<file path="src/hdl/dbt_defines.svh">
// Operation
// - mode 0 runs both bytes as independent 8-bit timers, high on 2-cycle ticks, low on 2-cycle ticks or events
// - low prescaler input is 2-cycle ticks or events in modes 0/2, every cycle otherwise
// - high prescaler input: 2 cycles, 1 cycle, low match, or low PWM period
// - low counter counts external events in modes 0 and 2 when an event pin is selected as source
// - prescaler divides by 1 when disabled, else 2 to 256 by 3-bit code
// - prescaler clears when its counter stops or its byte reset occurs
// - low byte runs on control bit 6, high byte on control bit 7
// - counter increments on prescaler output and matches against its match buffer
// - low counter clears when stopped or on match in modes 0 and 2
// - high counter clears when stopped or on match in modes 0, 2 and 3
// - match buffer follows data while stopped, reloads at count zero while running
// - output high while stopped, low while running with match data FFH
// - output mode 0 makes low output toggle on each low match
// - output mode 1 makes low output PWM: low on overflow, high on match
// - output mode 0 or length 1 makes high output toggle on each high match
// - output mode 1 with length 0 makes high output PWM
// - PWM period is 256 prescale counts, low time is match plus one counts
// - mode 2 clocks the high prescaler once per low period
// - each byte requests an interrupt at end of its period when enabled
// - match flag set when running counter reaches zero, cleared only by software
// - flag and enable both one request the shared timer interrupt
// - prescaler change while running takes effect at match buffer reload
`ifndef DBT_DEFINES_SVH
`define DBT_DEFINES_SVH
`define DBT_ADDR_CONTROL 16'hfe18
`define DBT_ADDR_PRESCALE 16'hfe19
`define DBT_ADDR_LOW_COUNT 16'hfe1a
`define DBT_ADDR_HIGH_COUNT 16'hfe1b
`define DBT_ADDR_LOW_MATCH 16'hfe1c
`define DBT_ADDR_HIGH_MATCH 16'hfe1d
`define DBT_BIT_HIGH_RUN 7
`define DBT_BIT_LOW_RUN 6
`define DBT_BIT_LENGTH 5
`define DBT_BIT_OUT_MODE 4
`define DBT_BIT_HIGH_FLAG 3
`define DBT_BIT_HIGH_IE 2
`define DBT_BIT_LOW_FLAG 1
`define DBT_BIT_LOW_IE 0
`define DBT_PRE_ENABLE_BIT 3
`define DBT_REG_RESET 8'h00
`define DBT_MATCH_ALL_ONES 8'hff
`endif

</file>
<file path="src/hdl/dbt_pkg.sv">
package dbt_pkg;
  // length bit in the high position, output-mode bit low
  typedef enum logic [1:0] {
    DBT_MODE_TOGGLE8 = 2'b00,
    DBT_MODE_PWM8 = 2'b01,
    DBT_MODE_CASCADE = 2'b10,
    DBT_MODE_LOW_PWM16 = 2'b11
  } dbt_mode_t;
endpackage : dbt_pkg

</file>
<file path="src/hdl/dbt_byte_timer.sv">
`timescale 1ns/1ps
`include "dbt_defines.svh"
// one byte lane: prescaler, counter, match buffer and output pin
module dbt_byte_timer #(
  parameter int WIDTH = 8
) (
  // clock and reset
  input wire logic clk_sys,
  input wire logic sys_rst,
  // control
  input wire logic run,
  input wire logic tickIn,
  input wire logic [3:0] preCfg,
  input wire logic [WIDTH-1:0] matchData,
  input wire logic clearOnMatch,
  input wire logic pwmMode,
  // status
  output logic [WIDTH-1:0] count,
  output logic matchHit,
  output logic reachZero,
  output logic overflow,
  output logic waveOut
);
  logic [WIDTH-1:0] preCnt_q;
  logic [WIDTH-1:0] count_q;
  logic [WIDTH-1:0] buf_q;
  logic [3:0] preAct_q;
  logic wave_q;
  logic [WIDTH-1:0] preLimit;
  logic preOut;
  logic byteClear;
  logic wrapLast;

  // last prescaler state: 2^(code+1)-1 when enabled, 0 otherwise
  always_comb begin
    if (preAct_q[`DBT_PRE_ENABLE_BIT]) begin
      preLimit = WIDTH'((9'd2 << preAct_q[2:0]) - 9'd1);
    end else begin
      preLimit = '0;
    end
  end

  assign preOut = run && tickIn && (preCnt_q == preLimit);
  assign matchHit = run && (count_q == buf_q);
  assign wrapLast = count_q == {WIDTH{1'b1}};
  assign overflow = preOut && wrapLast;
  // byte reset: the counting step that lands on zero
  assign byteClear = preOut && ((clearOnMatch && matchHit) || wrapLast);
  // pulse on the step into zero, so flags see one event per period
  assign reachZero = byteClear;
  assign count = count_q;

  // prescaler divider
  always_ff @(posedge clk_sys) begin
    if (sys_rst || !run || byteClear) begin
      preCnt_q <= '0;
    end else if (tickIn) begin
      preCnt_q <= (preCnt_q == preLimit) ? '0 : preCnt_q + 1'b1;
    end
  end

  // counter; stopped byte sits at zero
  always_ff @(posedge clk_sys) begin
    if (sys_rst || !run) begin
      count_q <= '0;
    end else if (preOut) begin
      count_q <= (clearOnMatch && matchHit) ? '0 : count_q + 1'b1;
    end
  end

  // shadow match and prescale settings swap together at count zero
  always_ff @(posedge clk_sys) begin
    if (sys_rst) begin
      buf_q <= '0;
      preAct_q <= '0;
    end else if (!run || byteClear) begin
      buf_q <= matchData;
      preAct_q <= preCfg;
    end
  end

  // output: toggle on match, or PWM low on overflow and high on match
  always_ff @(posedge clk_sys) begin
    if (sys_rst || !run) begin
      wave_q <= 1'b0;
    end else if (pwmMode) begin
      if (overflow) begin
        wave_q <= 1'b0;
      end else if (preOut && matchHit) begin
        wave_q <= 1'b1;
      end
    end else if (preOut && matchHit) begin
      wave_q <= ~wave_q;
    end
  end

  // forced levels take precedence; reset leaves the pin high
  always_comb begin
    if (!run) begin
      waveOut = 1'b1;
    end else if (matchData == `DBT_MATCH_ALL_ONES) begin
      waveOut = 1'b0;
    end else begin
      waveOut = wave_q;
    end
  end
endmodule : dbt_byte_timer

</file>
<file path="src/hdl/dbt_timer_unit.sv">
`timescale 1ns/1ps
`include "dbt_defines.svh"
// dual byte timer with PWM and toggle outputs
module dbt_timer_unit (
  // clock and reset
  input wire logic clk_sys,
  input wire logic sys_rst,
  // register port
  input wire logic [15:0] regAddr,
  input wire logic [7:0] regWrData,
  input wire logic regWrite,
  input wire logic regRead,
  output logic [7:0] regRdData,
  // external event source
  input wire logic extEventIn,
  input wire logic extEventSelect,
  // outputs
  output logic lowWaveOut,
  output logic highWaveOut,
  output logic timerIrq
);
  logic [7:0] control_q;
  logic [7:0] prescale_q;
  logic [7:0] lowMatch_q;
  logic [7:0] highMatch_q;
  logic [7:0] rdData_q;
  logic evSync1_q;
  logic evSync2_q;
  logic evPrev_q;
  logic evPulse;
  logic halfTick_q;
  dbt_pkg::dbt_mode_t mode;
  logic lowRun;
  logic highRun;
  logic lowTick;
  logic highTick;
  logic lowClrMatch;
  logic highClrMatch;
  logic highPwm;
  logic [7:0] lowCount;
  logic [7:0] highCount;
  logic lowZero;
  logic highZero;
  logic lowOvf;

  assign mode = dbt_pkg::dbt_mode_t'({control_q[`DBT_BIT_LENGTH], control_q[`DBT_BIT_OUT_MODE]});
  assign lowRun = control_q[`DBT_BIT_LOW_RUN];
  assign highRun = control_q[`DBT_BIT_HIGH_RUN];

  // two-flop synchroniser then edge detect on the second flop only
  always_ff @(posedge clk_sys) begin
    if (sys_rst) begin
      evSync1_q <= 1'b0;
      evSync2_q <= 1'b0;
      evPrev_q <= 1'b0;
    end else begin
      evSync1_q <= extEventIn;
      evSync2_q <= evSync1_q;
      evPrev_q <= evSync2_q;
    end
  end
  assign evPulse = evSync2_q && !evPrev_q;

  // free-running half-rate tick shared by both bytes
  always_ff @(posedge clk_sys) begin
    if (sys_rst) begin
      halfTick_q <= 1'b0;
    end else begin
      halfTick_q <= ~halfTick_q;
    end
  end

  // low count source; event source in PWM modes is undefined use, so ignored there
  always_comb begin
    case (mode)
      dbt_pkg::DBT_MODE_TOGGLE8, dbt_pkg::DBT_MODE_CASCADE: begin
        lowTick = extEventSelect ? evPulse : halfTick_q;
      end
      default: begin
        lowTick = 1'b1;
      end
    endcase
  end

  // high source: low match in cascade, low PWM wrap in mode 3
  always_comb begin
    case (mode)
      dbt_pkg::DBT_MODE_TOGGLE8: highTick = halfTick_q;
      dbt_pkg::DBT_MODE_PWM8: highTick = 1'b1;
      dbt_pkg::DBT_MODE_CASCADE: highTick = lowRun && lowZero;
      dbt_pkg::DBT_MODE_LOW_PWM16: highTick = lowRun && lowOvf;
      default: highTick = 1'b0;
    endcase
  end

  assign lowClrMatch = !control_q[`DBT_BIT_OUT_MODE];
  assign highClrMatch = (mode != dbt_pkg::DBT_MODE_PWM8);
  assign highPwm = (mode == dbt_pkg::DBT_MODE_PWM8);

  dbt_byte_timer #(
    .WIDTH(8)
  ) lowByte (
    .clk_sys(clk_sys),
    .sys_rst(sys_rst),
    .run(lowRun),
    .tickIn(lowTick),
    .preCfg(prescale_q[3:0]),
    .matchData(lowMatch_q),
    .clearOnMatch(lowClrMatch),
    .pwmMode(control_q[`DBT_BIT_OUT_MODE]),
    .count(lowCount),
    .matchHit(), // the step pulses carry all the match news the top needs
    .reachZero(lowZero),
    .overflow(lowOvf),
    .waveOut(lowWaveOut)
  );

  dbt_byte_timer #(
    .WIDTH(8)
  ) highByte (
    .clk_sys(clk_sys),
    .sys_rst(sys_rst),
    .run(highRun),
    .tickIn(highTick),
    .preCfg(prescale_q[7:4]),
    .matchData(highMatch_q),
    .clearOnMatch(highClrMatch),
    .pwmMode(highPwm),
    .count(highCount),
    .matchHit(),
    .reachZero(highZero),
    .overflow(), // nothing sits above the high byte
    .waveOut(highWaveOut)
  );

  // control register; hardware flag set wins over a software clear
  always_ff @(posedge clk_sys) begin
    if (sys_rst) begin
      control_q <= `DBT_REG_RESET;
    end else begin
      if (regWrite && regAddr == `DBT_ADDR_CONTROL) begin
        control_q <= regWrData;
      end
      if (lowZero) begin
        control_q[`DBT_BIT_LOW_FLAG] <= 1'b1;
      end
      if (highZero) begin
        control_q[`DBT_BIT_HIGH_FLAG] <= 1'b1;
      end
    end
  end

  // prescale and match data registers
  always_ff @(posedge clk_sys) begin
    if (sys_rst) begin
      prescale_q <= `DBT_REG_RESET;
      lowMatch_q <= `DBT_REG_RESET;
      highMatch_q <= `DBT_REG_RESET;
    end else if (regWrite) begin
      case (regAddr)
        `DBT_ADDR_PRESCALE: prescale_q <= regWrData;
        `DBT_ADDR_LOW_MATCH: lowMatch_q <= regWrData;
        `DBT_ADDR_HIGH_MATCH: highMatch_q <= regWrData;
        default: ;
      endcase
    end
  end

  // read data registered, one cycle after the strobe; unmapped reads zero
  always_ff @(posedge clk_sys) begin
    if (sys_rst) begin
      rdData_q <= 8'h00;
    end else if (regRead) begin
      case (regAddr)
        `DBT_ADDR_CONTROL: rdData_q <= control_q;
        `DBT_ADDR_PRESCALE: rdData_q <= prescale_q;
        `DBT_ADDR_LOW_COUNT: rdData_q <= lowCount;
        `DBT_ADDR_HIGH_COUNT: rdData_q <= highCount;
        `DBT_ADDR_LOW_MATCH: rdData_q <= lowMatch_q;
        `DBT_ADDR_HIGH_MATCH: rdData_q <= highMatch_q;
        default: rdData_q <= 8'h00;
      endcase
    end else begin
      rdData_q <= 8'h00;
    end
  end
  assign regRdData = rdData_q;

  // shared request line, combinational from flags and enables
  assign timerIrq = (control_q[`DBT_BIT_LOW_FLAG] && control_q[`DBT_BIT_LOW_IE]) ||
                    (control_q[`DBT_BIT_HIGH_FLAG] && control_q[`DBT_BIT_HIGH_IE]);
endmodule : dbt_timer_unit

</file>
<file path="config.mk">
export PLATFORM = sky130hd
export DESIGN_NAME = dbt_timer_unit
export DESIGN_NICKNAME = d
export VERILOG_FILES = /design/src/hdl/dbt_pkg.sv /design/src/hdl/dbt_byte_timer.sv /design/src/hdl/dbt_timer_unit.sv
export VERILOG_INCLUDE_DIRS = /design/src /design/src/hdl
export SDC_FILE = /design/constraint.sdc
export NUM_CORES = 1
export LEC_CHECK = 0
export BUFFER_PORTS_ARGS = -buffer_cell sky130_fd_sc_hd__buf_2
export CELL_PAD_IN_SITES_DETAIL_PLACEMENT = 2
export CELL_PAD_IN_SITES_GLOBAL_PLACEMENT = 2
export CORE_AREA = 3 3 139 141
export DETAILED_ROUTE_END_ITERATION = 12
export DIE_AREA = 0 0 142 144
export PLACE_DENSITY_LB_ADDON = 0.1
export SLEW_MARGIN = 20
export SYNTH_ARGS = -nofsm -noshare
export SYNTH_HDL_FRONTEND = slang
export SYNTH_HIERARCHICAL = 1
export SYNTH_SLANG_ARGS = --single-unit
</file>
<file path="constraint.sdc">
create_clock -name clk_sys -period 5.3 [get_ports clk_sys]
set_input_delay 1.06 -clock clk_sys [delete_from_list [all_inputs] [get_ports clk_sys]]
set_output_delay 1.06 -clock clk_sys [all_outputs]
set_load 0.05 [all_outputs]
</file>
==> results of run 1 <==
## state kept, by name, summed over array words and instances (netlist names), 4 cells and up
name               count
highByte/preAct_q      4
highByte/count         8
prescale_q             8
regRdData              8
lowByte/count          8
highMatch_q            8
highByte/preCnt_q      8
lowByte/preAct_q       4
lowByte/buf_q          8
lowMatch_q             8
control_q              8
lowByte/preCnt_q       8
highByte/buf_q         8
## area by class of cell
class | count | share of cell area, %
clock buffer | 9 | 3.06
clock inverter | 7 | 1.19
inverter | 13 | 0.663
multi-input combinational | 652 | 60.0
sequential | 102 | 27.7
tap | 229 | 3.89
timing repair buffer | 46 | 3.50
## worst reg2reg max path, stage by stage (launching register included)
cell	delay, ps
dfxtp_1	460
or3_1	410
ha_1	340
xor2_1	210
o211ai_1	220
o211ai_1	250
nor3b_4	500
nand2_2	350
nor2_1	290
mux2i_1	120
a22oi_1	190
buf_4	200
or3b_1	680
nor3_4	430
a32o_1	210
## how the worst max path moves through the flow
| stage | end | slack, ps |
|---|---|---|
| after floorplan | highByte/buf_q[0] | 1240 |
| after global placement | highByte/wave_q | 610 |
| after detailed placement | highByte/wave_q | 380 |
| after CTS | highByte/wave_q | 350 |
| after global routing | highByte/count[7] | 7 |
| final | highByte/count[7] | 390 |
## metrics by stage
| step | hold slack (ps) | utilization [%] | area, um2 | setup WS (ps) | std cells |
|---|---|---|---|---|---|
| floorplan | 409 | - | 6900 | 1240 | 839 |
| global placement | 417 | 39.0 | 7050 | 608 | 1042 |
| detailed placement | 434 | 39.0 | 7050 | 377 | 1042 |
| CTS | 455 | 40.7 | 7360 | 346 | 1058 |
| global route | 464 | 40.7 | 7360 | 7.19 | 1058 |
| finish | 448 | 40.7 | 7360 | 393 | 1058 |
## power by group through the flow
| stage | Clock (W) | Combinational [W] | Sequential, W |
|---|---|---|---|
| 2_1_floorplan | 0 | 0.0000635 | 0.000785 |
| 3_3_place_gp | 0 | 0.0000921 | 0.000786 |
| 3_5_place_dp | 0 | 0.0000954 | 0.000786 |
| 4_1_cts | 0.000726 | 0.0000958 | 0.000768 |
| 5_1_grt | 0.000755 | 0.000105 | 0.000768 |
| 6_report | 0.000707 | 0.0000958 | 0.000768 |
## metal layers
layer | wire length, um | part of all wire (%) | GRT usage [%] | up-vias
li1 | - | - | - | 3083
met1 | 10900 | 46 | 30.9 | 3268
met2 | 12100 | 51 | 41.3 | 79
met4 | 353 | 1.5 | 5.91 | 0
met5 | 0 | 0 | 0 | -
met3 | 469 | 2.0 | 2.71 | 25
## what timing repair did
action,in CTS,in global routing
hold buffers,0,0
gates resized for setup,0,1
setup endpoints to repair,0,5
==> metrics.csv, run 1 <==
stage,metric,value,unit
finish,synthesis-to-finish area growth,6.75,%
hold_path,hold_sp,evSync1_q,
critical_path,CP Class,flip-flop to flip-flop,
clock_tree,CTS root buffer,clkbuf_16,
floorplan,# IOs,41,
finish,"most common cell after layout, fill and taps aside",dfxtp_1,
timing,Setup TNS Final,0,ps
global_route,initial antenna violation count,0,
yosys,Synthesized Nets,875,
critical_path,CP most frequent cell,o211ai_1,
drt,routed len/inst,22.5,um
power_and_ir_drop,maximum vdd drop,140,uV
global_route,GRT overflow,0,
drt,number of vias per cell,6.10,
finish,layout cells sized above 1,14.6,%
clock_tree,setup repair bufs after CTS,0,
timing,Final setup viols,0,
clock_tree,worst skew pair latency,370,ps
finish,most frequent cells in the layout,"102 x dfxtp_1, 66 x o21ai_0, 62 x a21oi_1",
finish,multi-input logic area,0.00441,mm2
critical_path,required time worst endpoint,5600,ps
clock_tree,TritonCTS clock tree,done,
clock_tree,clock-pin slew on the worst setup and hold paths,90,ps
clock_tree,cts bufs inserted,9,
drt,initial DRC count,319,
timing,Setup Skew,19.1,ps
drt,Routed Antenna Nets,0,
critical_path,Worst Setup SP,lowByte/preAct_q[2],
power_and_ir_drop,Seq pwr share,48.9,%
finish,NumNets Final,860,
critical_path,worst r2r src,lowByte/preAct_q[2],
floorplan,Chip Width,142,um
critical_path,sequence of cells on the critical path,"or3_1, ha_1, xor2_1, o211ai_1, o211ai_1, nor3b_4, nand2_2, nor2_1, mux2i_1, a22oi_1, buf_4, or3b_1, nor3_4, a32o_1",
critical_path,Slowest cell on crit path,or3b_1,
critical_path,Critical Path AT,5210,ps
timing,min Tclk post-route,4910,ps
timing,Worst Tran Pin Value,1010,ps
yosys,Mapped Area,0.00690,mm2
status,outcome,completed,
placed_design,HPWL Detailed,16800,um
timing,Max Fclk,204,MHz
clock_tree,H-tree lvl count,3,
yosys,Syn Inst Count,839,
power_and_ir_drop,Comb pwr share,6.1,%
clock_tree,clk buf depth,2,
timing,Final Hold Violating Endpoints,0,
floorplan,initial core utilization,38.1,%
finish,FF/Latch Area,0.00204,mm2
critical_path,reg-to-reg setup timing slack,390,ps
timing,RSZ-0062 raised after global routing,no,
drt,Vias,6455,
placed_design,RePlAce Congestion,0.819,
critical_path,CP max FO,16,
power_and_ir_drop,P_int,0.00114,W
hold_path,worst min-delay path class,flip-flop to flip-flop,
critical_path,Crit. End Element,flip-flop,
global_route,largest net degree at the start of global routing,81,
floorplan,Core ar.,0.0181,mm2
timing,Slew Limit Fails,0,
global_route,Tot GR Track Use,23.5,%
critical_path,CP bufs+invs,1,
timing,Final period util,92.6,%
clock_tree,clk sinks,102,
floorplan,num rows,49,
power_and_ir_drop,switch share,27.6,%
drt,Remaining DRCs,0,
drt,first-pass iteration count of the detailed router,5,
yosys,Yosys warning count,6,
hold_path,Hold EP,evSync2_q,
power_and_ir_drop,leakage,2.36,nW
timing,Max-slew headroom,32.5,%
drt,"wirelength, routed",23800,um
job,Max-Cap Viols,0,
floorplan,Die ar.,0.0204,mm2
power_and_ir_drop,Sw Pwr,0.000434,W
placed_design,I/O Buffers,40,
finish,FILL cells,2039,
power_and_ir_drop,Power Density,213,mW/mm2
power_and_ir_drop,Final Total Pwr,0.00157,W
critical_path,Reg2Reg Capture Point,highByte/count[7],
critical_path,number of cells on the critical path,14,
critical_path,crit-path max cell delay,670,ps
yosys,Avg Synthesized Cell Area,8.22,um2
finish,ANT cells,0,
floorplan,die height,144,um
global_route,number of global-route vias before repair,6722,
hold_path,Worst Hold Depth,1,
critical_path,crit path launch type,flip-flop,
critical_path,CP top delay family,simple AND/OR/NAND/NOR gates,
global_route,first-pass GRT wire length,38100,um
critical_path,cell count of the worst reg-to-reg path,14,
power_and_ir_drop,part of the power in the clock network,45.0,%
Note: power is estimated with default switching activity, not from simulation.
==> inputs of run 2 (changes only) <==
CORE_AREA = 3 3 121 123   (was 3 3 139 141)
DIE_AREA = 0 0 124 126   (was 0 0 142 144)
SYNTH_HIERARCHICAL = not set   (was 1)
==> metrics.csv, run 2 <==
stage,metric,value,unit,change
clock_tree,TritonCTS clock tree,done,,
critical_path,CP bufs+invs,1,,unchanged
yosys,Netlist cell types,59,,
yosys,post-synthesis adder-cell area fraction,0.993,%,
clock_tree,clock-pin slew on the worst setup and hold paths,70,ps,-20 ps
drt,Routed Antenna Nets,0,,unchanged
yosys,register area share after synthesis,40.5,%,
yosys,largest area contributor in the netlist,dfxtp_1,,
clock_tree,H-tree lvl count,3,,unchanged
drt,number of vias per cell,5.48,,-10%
critical_path,CP max FO,10,,-6
yosys,xor and xnor fraction of the mapped netlist area,6.60,%,
yosys,Post-synth top cells,"102 x dfxtp_1, 93 x nor2_1, 57 x mux2i_1",,
critical_path,Crit. End Element,flip-flop,,
floorplan,Chip Width,124,um,-13%
power_and_ir_drop,Power Density,256,mW/mm2,+20%
clock_tree,Post-CTS Hold Fix Bufs,0,,unchanged
finish,layout cells sized above 1,15.8,%,+1.2 points
floorplan,num rows,43,,-12%
global_route,number of global-route vias before repair,4537,,-33%
global_route,Tot GR Track Use,20.5,%,-3.0 points
finish,NumNets Final,611,,-29%
timing,RSZ-0062 raised after global routing,no,,
timing,Setup TNS Final,0,ps,unchanged
global_route,first-pass GRT wire length,25000,um,-34%
yosys,Synth top area share,40.5,%,
finish,most frequent cells in the layout,"102 x dfxtp_1, 93 x nor2_1, 57 x mux2i_1",,
critical_path,CP Class,input port to flip-flop,,
placed_design,I/O Buffers,40,,unchanged
yosys,Post-Synth Simple-Gate Area,21.4,%,
finish,"most common cell after layout, fill and taps aside",dfxtp_1,,
yosys,#FFs+latches synth,102,,
clock_tree,worst skew pair latency,350,ps,-20 ps
timing,Max Fclk,288,MHz,+41%
yosys,Mapped Area,0.00504,mm2,-27%
power_and_ir_drop,maximum vdd drop,152,uV,+8.6%
clock_tree,clk sinks,102,,unchanged
critical_path,required time worst endpoint,5510,ps,-90 ps
yosys,Yosys warning count,0,,-6
clock_tree,cts bufs inserted,9,,unchanged
clock_tree,setup repair bufs after CTS,0,,unchanged
finish,final core occ,41.2,%,+0.47 points
floorplan,die height,126,um,-13%
clock_tree,post-cts sizing count,0,,unchanged
timing,Setup Skew,9.28,ps,-9.78 ps
critical_path,sequence of cells on the critical path,"buf_2, nor4b_1, nand3b_1, or3_1, nor3_2, nand3b_1, mux2i_1, a21oi_1",,
drt,Remaining DRCs,0,,unchanged
critical_path,CP top delay family,simple AND/OR/NAND/NOR gates,,
drt,initial DRC count,220,,-31%
hold_path,Worst Hold Depth,1,,unchanged
drt,Vias,4178,,-35%
yosys,leading post-synthesis cells by cell area,"dfxtp_1 40%, mux2i_1 11%, nor2_1 6.9%, mux2_2 4.7%, xor2_1 3.8%",,
finish,synthesis-to-finish area growth,12.5,%,
finish,FILL cells,1552,,-24%
drt,"wirelength, routed",15200,um,-36%
critical_path,CP most frequent cell,nand3b_1,,
yosys,complex-gate fraction of the synthesized area,11.8,%,
yosys,Synthesized Nets,585,,-33%
timing,Final Hold Violating Endpoints,0,,unchanged
critical_path,crit-path max cell delay,620,ps,-50 ps
finish,ANT cells,0,,unchanged
critical_path,number of cells on the critical path,8,,-6
finish,FF/Latch Area,0.00204,mm2,unchanged
status,outcome,completed,,
critical_path,crit path launch type,input port,,
hold_path,worst min-delay path class,flip-flop to flip-flop,,
timing,min Tclk post-route,3470,ps,-1440 ps
floorplan,Core ar.,0.0138,mm2,-24%
yosys,Syn Inst Count,551,,-34%
yosys,Main synth FF type,dfxtp_1,,
drt,routed len/inst,19.9,um,-12%
yosys,"count leader, synth",dfxtp_1,,
job,Max-Cap Viols,0,,unchanged
timing,Final period util,65.5,%,-27 points
global_route,largest net degree at the start of global routing,52,,-36%
yosys,Async SR Flop Fraction,0,%,
timing,Final setup viols,0,,unchanged
placed_design,RePlAce Congestion,0.778,,-5.0%
placed_design,HPWL Detailed,11500,um,-32%
timing,Slew Limit Fails,0,,unchanged
yosys,mux cell area share after synthesis,16.0,%,
yosys,Post-synth EDFFs,0,,
floorplan,# IOs,41,,unchanged
timing,Fin Hold WS,462,ps,+13.8 ps
floorplan,Die ar.,0.0156,mm2,-24%
placed_design,DP Area,0.00539,mm2,-24%
clock_tree,clk buf depth,2,,unchanged
finish,Post-Layout Inst Area,0.00567,mm2,-23%
critical_path,reg-to-reg setup timing slack,2180,ps,+1790 ps
global_route,GRT overflow,0,,unchanged
critical_path,Critical Path AT,3680,ps,-1530 ps
finish,multi-input logic area,0.00288,mm2,-35%
timing,Worst Tran Pin Value,997,ps,-11.9 ps
clock_tree,CTS root buffer,clkbuf_16,,
floorplan,initial core utilization,36.6,%,-1.5 points
critical_path,cell count of the worst reg-to-reg path,7,,-7
drt,first-pass iteration count of the detailed router,5,,unchanged
critical_path,Slowest cell on crit path,nor3_2,,
power_and_ir_drop,leakage,2.20,nW,-6.7%
yosys,Avg Synthesized Cell Area,9.15,um2,+11%
timing,Max-slew headroom,33.3,%,+0.75 points
global_route,initial antenna violation count,0,,unchanged
yosys,largest family of logic cells by synthesized area,simple AND/OR/NAND/NOR gates,,
run 2: worst reg2reg max path, delay by kind of cell, from the launching register on:
| family | cells | cell delay, ps |
|---|---|---|
| compound gates | 4 | 1810 |
| simple gates | 3 | 620 |
| flops | 1 | 570 |
run 2: area by class of cell:
type / count / share of cell area (%)
inverters: 7 / 0.463
flip-flops and latches: 102 / 36.0
repair buffers: 43 / 3.93
multi-input cells: 414 / 50.8
well taps: 180 / 3.97
clock buffers: 10 / 4.21
clock inverters: 6 / 0.640
run 2: final timing paths:
check                                            end                 from
worst max-delay path                    control_q[1]           regAddr[7]
worst min-delay path                       evSync2_q            evSync1_q
worst max register to register  highByte.preCnt_q[6]  lowByte.preAct_q[3]
worst min register to register             evSync2_q            evSync1_q
run 2: logic make-up after synthesis:
| kind of cell | after synthesis |
|---|---|
| AOI/OAI and AO/OA | 81 |
| adders and majority gates | 4 |
| muxes | 78 |
| buffers and inverters | 35 |
| DFF | 102 |
| and+or+nand+nor | 213 |
| xor gates and xnor gates | 38 |
run 2: metal layers:
layer	vias to the layer above	global-route usage (%)	routed length [um]
li1	2020	-	-
met1	2093	28.2	7280
met2	53	33.6	7360
met3	12	2.51	310
met4	0	5.93	206
met5	-	0	0
run 2: where the power goes:
| group | internal [W] | switching (W) |
|---|---|---|
| clock | 0.000331 | 0.000307 |
| combinational | 0.0000150 | 0.0000299 |
| sequential | 0.000767 | 0.00000102 |
| total | 0.00111 | 0.000338 |
run 2: metrics by stage:
stage	worst slack [ps]	power, W	std cells
2_1_floorplan	2240	0.000807	551
3_3_place_gp	1700	0.000830	746
3_5_place_dp	1540	0.000831	746
4_1_cts	1900	0.00146	762
5_1_grt	1720	0.00150	762
6_report	1830	0.00145	762
